**src/design/bus_cond_pkg.sv**
```systemverilog
package bus_cond_pkg;

    // ------------------------------------------------------------
    // Clock and time base
    // ------------------------------------------------------------
    localparam int CLK_PERIOD_NS = 10;
    localparam int STALL_MAX_MS = 15;
    localparam int STALL_MAX_CYC = STALL_MAX_MS * 1000000 / CLK_PERIOD_NS;
    localparam int HOTJOIN_MS = 1;
    localparam int HOTJOIN_CYC = HOTJOIN_MS * 1000000 / CLK_PERIOD_NS;

    // ------------------------------------------------------------
    // Activity intervals (cycles)
    // ------------------------------------------------------------
    localparam int AS0_US = 1;
    localparam int AS1_US = 100;
    localparam int AS2_MS = 2;
    localparam int AS3_MS = 50;
    localparam int AS0_CYC = AS0_US * 1000 / CLK_PERIOD_NS;
    localparam int AS1_CYC = AS1_US * 1000 / CLK_PERIOD_NS;
    localparam int AS2_CYC = AS2_MS * 1000000 / CLK_PERIOD_NS;
    localparam int AS3_CYC = AS3_MS * 1000000 / CLK_PERIOD_NS;

    // ------------------------------------------------------------
    // Widths and reset values
    // ------------------------------------------------------------
    localparam int CNT_W = 24;
    localparam logic [1:0] AS_RESET = 2'h3;
    localparam logic [CNT_W-1:0] CNT_ZERO = 24'h000000;
    localparam logic [CNT_W-1:0] CNT_ONE = 24'h000001;
    // Pin low before the stall counter sees it: sync, delay and hold stages
    localparam logic [CNT_W-1:0] STALL_LAG = 24'h000004;

    typedef enum logic [1:0] {
        PULL_NONE = 2'b00,
        PULL_KEEP = 2'b01,
        PULL_OD   = 2'b10
    } pull_type;

    typedef enum logic [1:0] {
        BUS_BUSY  = 2'b00,
        BUS_FREE  = 2'b01,
        BUS_AVAIL = 2'b10,
        BUS_IDLE  = 2'b11
    } cond_type;

    function automatic logic [CNT_W-1:0] sat_inc(input logic [CNT_W-1:0] v);
        sat_inc = (v == {CNT_W{1'b1}}) ? v : v + CNT_ONE;
    endfunction

endpackage

```
**src/design/line_sense_if.sv**
```systemverilog
`timescale 1ns/100ps
`default_nettype none
interface line_sense_if;
    import bus_cond_pkg::*;
    logic scl;
    logic sda;
    logic start;
    logic stop;
    logic scl_fall;
    modport src (output scl, output sda, output start, output stop, output scl_fall);
    modport dst (input scl, input sda, input start, input stop, input scl_fall);
endinterface
`default_nettype wire

```
**src/design/line_sense.sv**
```systemverilog
`timescale 1ns/100ps
`default_nettype none
module line_sense
    import bus_cond_pkg::*;
(
    input  wire logic   clk_i,
    input  wire logic   rst_n_i,
    input  wire logic   scl_i,
    input  wire logic   sda_i,
    line_sense_if.src   ls
);
    typedef struct packed {
        logic [1:0] scl_s;
        logic [1:0] sda_s;
        logic       scl_d;
        logic       sda_d;
        logic       start;
        logic       stop;
        logic       scl_fall;
    } ls_state_type;

    ls_state_type st;
    ls_state_type next_st;

    // ------------------------------------------------------------
    // Pin synchronisers and edge detection
    // ------------------------------------------------------------
    always_comb begin
        next_st = st;
        next_st.scl_s = {st.scl_s[0], scl_i};
        next_st.sda_s = {st.sda_s[0], sda_i};
        next_st.scl_d = st.scl_s[1];
        next_st.sda_d = st.sda_s[1];
        next_st.start = st.scl_s[1] & st.sda_d & ~st.sda_s[1];
        next_st.stop = st.scl_s[1] & ~st.sda_d & st.sda_s[1];
        next_st.scl_fall = st.scl_d & ~st.scl_s[1];
    end

    always_ff @(posedge clk_i or negedge rst_n_i) begin
        if (!rst_n_i) begin
            st <= '{scl_s: 2'h3, sda_s: 2'h3, scl_d: 1'b1, sda_d: 1'b1, default: 1'b0};
        end else begin
            st <= next_st;
        end
    end

    assign ls.scl = st.scl_d;
    assign ls.sda = st.sda_d;
    assign ls.start = st.start;
    assign ls.stop = st.stop;
    assign ls.scl_fall = st.scl_fall;
endmodule
`default_nettype wire

```
**src/design/pullup_ctrl.sv**
```systemverilog
`timescale 1ns/100ps
`default_nettype none
module pullup_ctrl
    import bus_cond_pkg::*;
(
    input  wire logic   clk_i,
    input  wire logic   rst_n_i,
    line_sense_if.dst   ls,
    input  wire logic   od_mode_i,
    input  wire logic   keeper_en_i,
    input  wire logic   power_save_i,
    input  wire logic   bus_inactive_i,
    output pull_type    scl_pull_o,
    output pull_type    sda_pull_o
);
    typedef struct packed {
        pull_type scl_pull;
        pull_type sda_pull;
    } pu_state_type;

    pu_state_type st;
    pu_state_type next_st;
    pull_type     rest;

    // ------------------------------------------------------------
    // Per-line pull selection
    // ------------------------------------------------------------
    always_comb begin
        next_st = st;
        rest = keeper_en_i ? PULL_KEEP : PULL_NONE;
        next_st.scl_pull = rest;
        next_st.sda_pull = rest;
        if (od_mode_i && !bus_inactive_i) begin
            next_st.scl_pull = PULL_OD;
            next_st.sda_pull = PULL_OD;
            if (power_save_i && keeper_en_i && ls.sda && ls.scl_fall) begin
                next_st.sda_pull = PULL_KEEP;
            end else if (power_save_i && keeper_en_i && ls.sda && !ls.scl &&
                         st.sda_pull == PULL_KEEP) begin
                next_st.sda_pull = PULL_KEEP;
            end
        end
    end

    always_ff @(posedge clk_i or negedge rst_n_i) begin
        if (!rst_n_i) begin
            st <= '{scl_pull: PULL_NONE, sda_pull: PULL_NONE};
        end else begin
            st <= next_st;
        end
    end

    assign scl_pull_o = st.scl_pull;
    assign sda_pull_o = st.sda_pull;
endmodule
`default_nettype wire

```
**src/design/bus_cond_tracker.sv**
```systemverilog
`timescale 1ns/100ps
`default_nettype none
module bus_cond_tracker
    import bus_cond_pkg::*;
#(
    parameter logic [CNT_W-1:0] STALL_MAX   = CNT_W'(STALL_MAX_CYC),
    parameter logic [CNT_W-1:0] HOTJOIN_MAX = CNT_W'(HOTJOIN_CYC)
) (
    input  wire logic             clk_i,
    input  wire logic             rst_n_i,
    input  wire logic             scl_i,
    input  wire logic             sda_i,
    input  wire logic             mixed_bus_i,
    input  wire logic [CNT_W-1:0] t_cas_i,
    input  wire logic [CNT_W-1:0] t_buf_i,
    input  wire logic [CNT_W-1:0] t_aval_i,
    input  wire logic [CNT_W-1:0] t_idle_i,
    input  wire logic             daa_first_bit_i,
    input  wire logic             stall_req_i,
    input  wire logic             od_mode_i,
    input  wire logic             keeper_en_i,
    input  wire logic             power_save_i,
    input  wire logic             slave_pm_i,
    input  wire logic             entas_i,
    input  wire logic             entas_direct_i,
    input  wire logic [1:0]       entas_level_i,
    output logic                  scl_hold_o,
    output logic                  stall_timeout_o,
    output pull_type              scl_pull_o,
    output pull_type              sda_pull_o,
    output logic                  bus_free_o,
    output logic                  bus_avail_o,
    output logic                  bus_idle_o,
    output logic                  hotjoin_ok_o,
    output cond_type              bus_cond_o,
    output logic [1:0]            act_level_o,
    output logic [CNT_W-1:0]      act_interval_o,
    output logic [CNT_W-1:0]      tcas_max_o,
    output logic                  entas_bcast_o,
    output logic                  entas_direct_o
);
    typedef struct packed {
        logic [CNT_W-1:0] free_cnt;
        logic [CNT_W-1:0] aval_cnt;
        logic [CNT_W-1:0] idle_cnt;
        logic [CNT_W-1:0] quiet_cnt;
        logic [CNT_W-1:0] stall_cnt;
        logic             after_stop;
        logic             free;
        logic             avail;
        logic             idle;
        logic             hotjoin;
        logic             hold;
        logic             timeout;
        logic [1:0]       level;
        logic             bcast;
        logic             direct;
    } top_state_type;

    top_state_type st;
    top_state_type next_st;
    line_sense_if  ls ();
    logic          lines_high;
    logic          kick;
    logic [CNT_W-1:0] free_thr;

    // ------------------------------------------------------------
    // Line sensing and pull control
    // ------------------------------------------------------------
    line_sense u_sense (
        .clk_i   (clk_i),
        .rst_n_i (rst_n_i),
        .scl_i   (scl_i),
        .sda_i   (sda_i),
        .ls      (ls)
    );

    pullup_ctrl u_pull (
        .clk_i          (clk_i),
        .rst_n_i        (rst_n_i),
        .ls             (ls),
        .od_mode_i      (od_mode_i),
        .keeper_en_i    (keeper_en_i),
        .power_save_i   (power_save_i),
        .bus_inactive_i (st.free),
        .scl_pull_o     (scl_pull_o),
        .sda_pull_o     (sda_pull_o)
    );

    function automatic logic [CNT_W-1:0] level_cycles(input logic [1:0] lv);
        unique case (lv)
            2'h0: level_cycles = CNT_W'(AS0_CYC);
            2'h1: level_cycles = CNT_W'(AS1_CYC);
            2'h2: level_cycles = CNT_W'(AS2_CYC);
            2'h3: level_cycles = CNT_W'(AS3_CYC);
        endcase
    endfunction

    // ------------------------------------------------------------
    // Bus condition timers and activity state
    // ------------------------------------------------------------
    always_comb begin
        next_st = st;
        lines_high = ls.scl & ls.sda;
        kick = ls.start | ~lines_high;
        free_thr = mixed_bus_i ? t_buf_i : t_cas_i;

        if (ls.stop) begin
            next_st.after_stop = 1'b1;
        end else if (ls.start) begin
            next_st.after_stop = 1'b0;
        end

        if (kick || !st.after_stop) begin
            next_st.free_cnt = CNT_ZERO;
            next_st.aval_cnt = CNT_ZERO;
            next_st.idle_cnt = CNT_ZERO;
            next_st.free = 1'b0;
            next_st.avail = 1'b0;
            next_st.idle = 1'b0;
        end else begin
            next_st.free_cnt = sat_inc(st.free_cnt);
            next_st.free = (st.free_cnt >= free_thr);
            if (st.free) begin
                next_st.aval_cnt = sat_inc(st.aval_cnt);
                next_st.avail = (st.aval_cnt >= t_aval_i);
            end
            if (st.avail) begin
                next_st.idle_cnt = sat_inc(st.idle_cnt);
                next_st.idle = (st.idle_cnt >= t_idle_i);
            end
        end

        if (!lines_high || ls.start || ls.scl_fall) begin
            next_st.quiet_cnt = CNT_ZERO;
            next_st.hotjoin = 1'b0;
        end else begin
            next_st.quiet_cnt = sat_inc(st.quiet_cnt);
            next_st.hotjoin = st.idle && (st.quiet_cnt >= HOTJOIN_MAX);
        end

        if (daa_first_bit_i && !st.timeout && !ls.scl) begin
            next_st.hold = stall_req_i;
            next_st.stall_cnt = sat_inc(st.stall_cnt);
            // Low bit time before the stall counts too, not just the hold
            if (st.stall_cnt >= STALL_MAX - STALL_LAG) begin
                next_st.hold = 1'b0;
                next_st.timeout = 1'b1;
            end
        end else begin
            next_st.hold = 1'b0;
            next_st.stall_cnt = CNT_ZERO;
            if (!daa_first_bit_i) begin
                next_st.timeout = 1'b0;
            end
        end

        next_st.bcast = 1'b0;
        next_st.direct = 1'b0;
        if (entas_i && !slave_pm_i) begin
            next_st.level = entas_level_i;
            next_st.bcast = ~entas_direct_i;
            next_st.direct = entas_direct_i;
        end
    end

    always_ff @(posedge clk_i or negedge rst_n_i) begin
        if (!rst_n_i) begin
            st <= '{level: AS_RESET, default: '0};
        end else begin
            st <= next_st;
        end
    end

    // ------------------------------------------------------------
    // Outputs
    // ------------------------------------------------------------
    assign scl_hold_o = st.hold;
    assign stall_timeout_o = st.timeout;
    assign bus_free_o = st.free;
    assign bus_avail_o = st.avail;
    assign bus_idle_o = st.idle;
    assign hotjoin_ok_o = st.hotjoin;
    assign bus_cond_o = st.idle ? BUS_IDLE : st.avail ? BUS_AVAIL :
                        st.free ? BUS_FREE : BUS_BUSY;
    assign act_level_o = st.level;
    assign act_interval_o = level_cycles(st.level);
    assign tcas_max_o = level_cycles(st.level);
    assign entas_bcast_o = st.bcast;
    assign entas_direct_o = st.direct;
endmodule
`default_nettype wire

```
**config.mk**
```make
export PLATFORM = sky130hd
export DESIGN_NAME = bus_cond_tracker
export DESIGN_NICKNAME = d
export VERILOG_FILES = /design/src/design/bus_cond_pkg.sv /design/src/design/line_sense_if.sv /design/src/design/line_sense.sv /design/src/design/pullup_ctrl.sv /design/src/design/bus_cond_tracker.sv
export SDC_FILE = /design/constraint.sdc
export NUM_CORES = 1
export LEC_CHECK = 0
export BUFFER_PORTS_ARGS = -buffer_cell sky130_fd_sc_hd__buf_2
export CAP_MARGIN = 30
export CORE_AREA = 2 2 128 142
export CTS_CLUSTER_SIZE = 10
export DETAILED_ROUTE_END_ITERATION = 10
export DIE_AREA = 0 0 130 144
export PLACE_DENSITY = 0.77
export SYNTH_ARGS = -nofsm -noshare
export SYNTH_HDL_FRONTEND = slang
export SYNTH_HIERARCHICAL = 1
export SYNTH_SLANG_ARGS = --single-unit
```
**constraint.sdc**
```tcl
create_clock -name clk_i -period 3.4 [get_ports clk_i]
set_input_delay 0.17 -clock clk_i [delete_from_list [all_inputs] [get_ports clk_i]]
set_output_delay 0.17 -clock clk_i [all_outputs]
set_load 0.02 [all_outputs]
```
==> out/metrics.yaml <==
status: "completed"
ys_seq_area_share_pct: 38.03
grt_pass1_wl_mm: 34.39
cp-endpoint: "st[83]$_DFFE_PN0P_"
synth_ff_type: "dfrtp_1"
grt_overflow: 0
path_class: "register to register"
min_period_ps: 2395
drv_cap: 0
num_vias: 7866
synth-edff-count: 0
layout_common_cells: "155 x buf_2, 136 x dfrtp_1, 124 x nor2_1, 84 x ha_1, 69 x inv_1"
rsz0062_at_grt: "no"
gp_congestion: 0.8397
fmax_mhz: 417.5
timing.rr.start: "u_sense/ls.scl$_DFF_PN1_"
critical_path.slowest_cell: "dfstp_2"
fp.dieArea_um2: 18720
finalHoldViolCount: 0
final.setup.tns_ps: 0
cpMostUsedCell: "and3_1"
layout_commonest_cell: "buf_2"
grt.total_usage_pct: 22.65
cts_buffer_depth: 2
p_per_area_nw_per_um2: 370.8
path_clk_slew_ps: 70
worstSetupStartpoint: "u_sense/ls.scl$_DFF_PN1_"
antenna_found_initial: 0
worstSetupStartpointType: "register"
synth_warnings: 6
vdd_drop_max_uv: 377.3
cts_setup_buffers: 0
cp_max_fo: 13
antenna_cells: 0
drt-total-wl_mm: 20.14
worstMarginPinSlew_ps: 1053
post-route-util_pct: 63.20
met2_usage_pct: 38.19
cp.arrival_ps: 2710
via_per_inst: 5.501
crit_path_end_kind: "register"
async_flop_share_pct: 100.0
postSynthAreaPerCell_um2: 9.180
reg2reg_depth: 5
cts_buffers: 17
layout.cells.non_filler: 1430
drive_gt1_share_pct: 19.13
drc: 0
drt_iter0_markers: 448
antenna_left: 0
netlist_instances: 1035
pin_count: 175
cts.sinks: 144
synth_area_um2: 9502
grt.met3_usage_pct: 3.774
regToRegSetupSlack_ps: 1000
die_h_um: 144
slowest_delay_ps: 600
r2r-end: "st[83]$_DFFE_PN0P_"
setup_violations: 0
grt_max_degree: 109
slew_headroom_pct: 28.02
path_cells: "and4b_1 -> and3_1 -> nand3_1 -> and3_1 -> mux2_2"
hpwl_mm: 14.76
firstDrtPassIters: 5
core-area_um2: 17420
io_buffers: 156
die_w_um: 130
grt_use_met1_pct: 29.23
fillerInstances: 1451
worst_hold_path_type: "primary input to register"
p_leak_nw: 5.315
fin_skew_ps: 13.33
place_ws_ps: 1015
rows: 51
wl_per_cell_um: 14.08
yosys.cell_types.count: 69
final_max_slew_viol_count: 0
fin_crit_sh_pct: 70.45
worstPathRequired_ps: 3720
tritoncts: "built"
ctsHtreeMaxLevel: 4
root_buffer: "clkbuf_16"
synth_seq_cells: 144
nets: 1374
gr-max-usage-layer: "met2"
fin_ws_ps: 1005
start_util_pct: 54.54
place_inst: 1389
clk_latency_ps: 430
syn2layout_area_growth_pct: 15.87
grt_pass1_vias: 7649
[flip-flops by register name, indices dropped and copies added, names as in the netlist]
name	count
scl_hold_o	1
u_sense/ls.scl_fall	1
u_sense/ls.stop	1
u_sense/ls.start	1
u_pull/scl_pull_o	2
act_level_o	2
bus_free_o	1
u_pull/sda_pull_o	2
hotjoin_ok_o	1
entas_direct_o	1
u_sense/next_st	4
st	121
u_sense/ls.scl	1
u_sense/ls.sda	1
stall_timeout_o	1
entas_bcast_o	1
bus_avail_o	1
bus_idle_o	1
[per-layer routing]
metal / up-vias / share of wire, %
met2: 241 / 49
met1: 3708 / 45
met3: 33 / 4.3
li1: 3884 / -
met4: 0 / 2.1
met5: - / 0
[critical path: cells and delay by family (launching register included)]
kind | cells | cell delay (ps)
mux | 1 | 260
flops | 1 | 600
simple gates | 4 | 1420
[Yosys cell counts, types with 3 or more instances]
master     instances  share of area [%]
o2111ai_1          3               0.28
o21a_1             3               0.24
and2_1             4               0.26
nor2b_1            7               0.46
inv_1             69                2.7
a31o_2             3               0.28
clkbuf_1          20               0.79
dfstp_2            8                2.2
a2111oi_0          6               0.55
dfrtp_1          136                 36
a211oi_1           6               0.47
and4_1            15                1.4
nor4_4             3               0.67
nand3_1           58                3.1
a31oi_1            8               0.53
o211a_1            3               0.32
xnor2_1           33                3.0
a21oi_1           47                2.5
o21ai_0           30                1.6
nand4_1           38                2.5
nor3_1            16               0.84
ha_1              84                 11
nand2_1           61                2.4
nor2_1           124                4.9
xor2_1            49                4.5
o211ai_1           6               0.47
and3_1            30                2.0
nor4_1             6               0.40
nand2b_1           5               0.33
or3_1             19                1.3
mux2i_1           27                2.8
buf_4             42                3.3
a21o_1            10               0.79
o21ai_1           10               0.53
[power by group]
group          leakage, nW  switching [mW]  internal, mW
logic                 3.07           0.279         0.168
registers             1.97          0.0178          1.74
clock network        0.273           0.771          1.11
[metrics by stage]
step / cell area [um^2] / hold WS (ps) / total power, mW
6_report: 11010 / 22.41 / 4.082
5_1_grt: 11010 / 44.34 / 4.249
3_3_place_gp: 10300 / 289.1 / 2.218
2_1_floorplan: 9565 / -125.6 / 2.099
4_1_cts: 10980 / 15.37 / 4.123
3_5_place_dp: 10300 / 284.9 / 2.227
[layout make-up]
| cell class | count | area, um^2 | area share, % |
|---|---|---|---|
| Clock inverter | 14 | 160.2 | 1.455 |
| Multi-Input combinational cell | 773 | 5278 | 47.94 |
| Tap cell | 238 | 297.8 | 2.705 |
| Inverter | 69 | 259.0 | 2.353 |
| Sequential cell | 144 | 3613 | 32.82 |
| Timing Repair Buffer | 174 | 962.2 | 8.740 |
| Clock buffer | 18 | 439.2 | 3.989 |
[cells by family (layout without fill, tap and decap cells)]
logic type | Yosys count | after routing | synth area share [%]
xor gates and xnor gates | 82 | 82 | 7.559
other | 1 | 18 | 0.03947
DFF | 144 | 144 | 38.03
buffers and inverters | 135 | 275 | 7.098
adders and majority gates | 84 | 84 | 11.06
and+or+nand+nor | 412 | 412 | 23.18
AOI/OAI and AO/OA | 148 | 148 | 9.955
muxes | 29 | 29 | 3.081
[what timing repair did]
| item | in CTS | in global routing |
|---|---|---|
| hold buffers | 8 | 0 |
| resized for setup | 0 | 0 |
| hold endpoints to repair | 106 | 0 |
[worst min-delay path by stage]
| stage | from | end | slack, ps | cells after the start |
|---|---|---|---|---|
| finish | keeper_en_i | u_pull/scl_pull_o[0]$_DFF_PN0_ | 20 | 3 |
| global route | slave_pm_i | act_level_o[1]$_DFFE_PN1P_ | 40 | 4 |
| CTS | keeper_en_i | u_pull/scl_pull_o[0]$_DFF_PN0_ | 20 | 3 |
| detailed placement | sda_i | u_sense/next_st[6]$_DFF_PN1_ | 280 | 1 |
| global placement | sda_i | u_sense/next_st[6]$_DFF_PN1_ | 290 | 1 |
| floorplan | rst_n_i | bus_avail_o$_DFFE_PN0P_ | -130 | 0 |
Note: power is estimated with default switching activity, not from simulation.
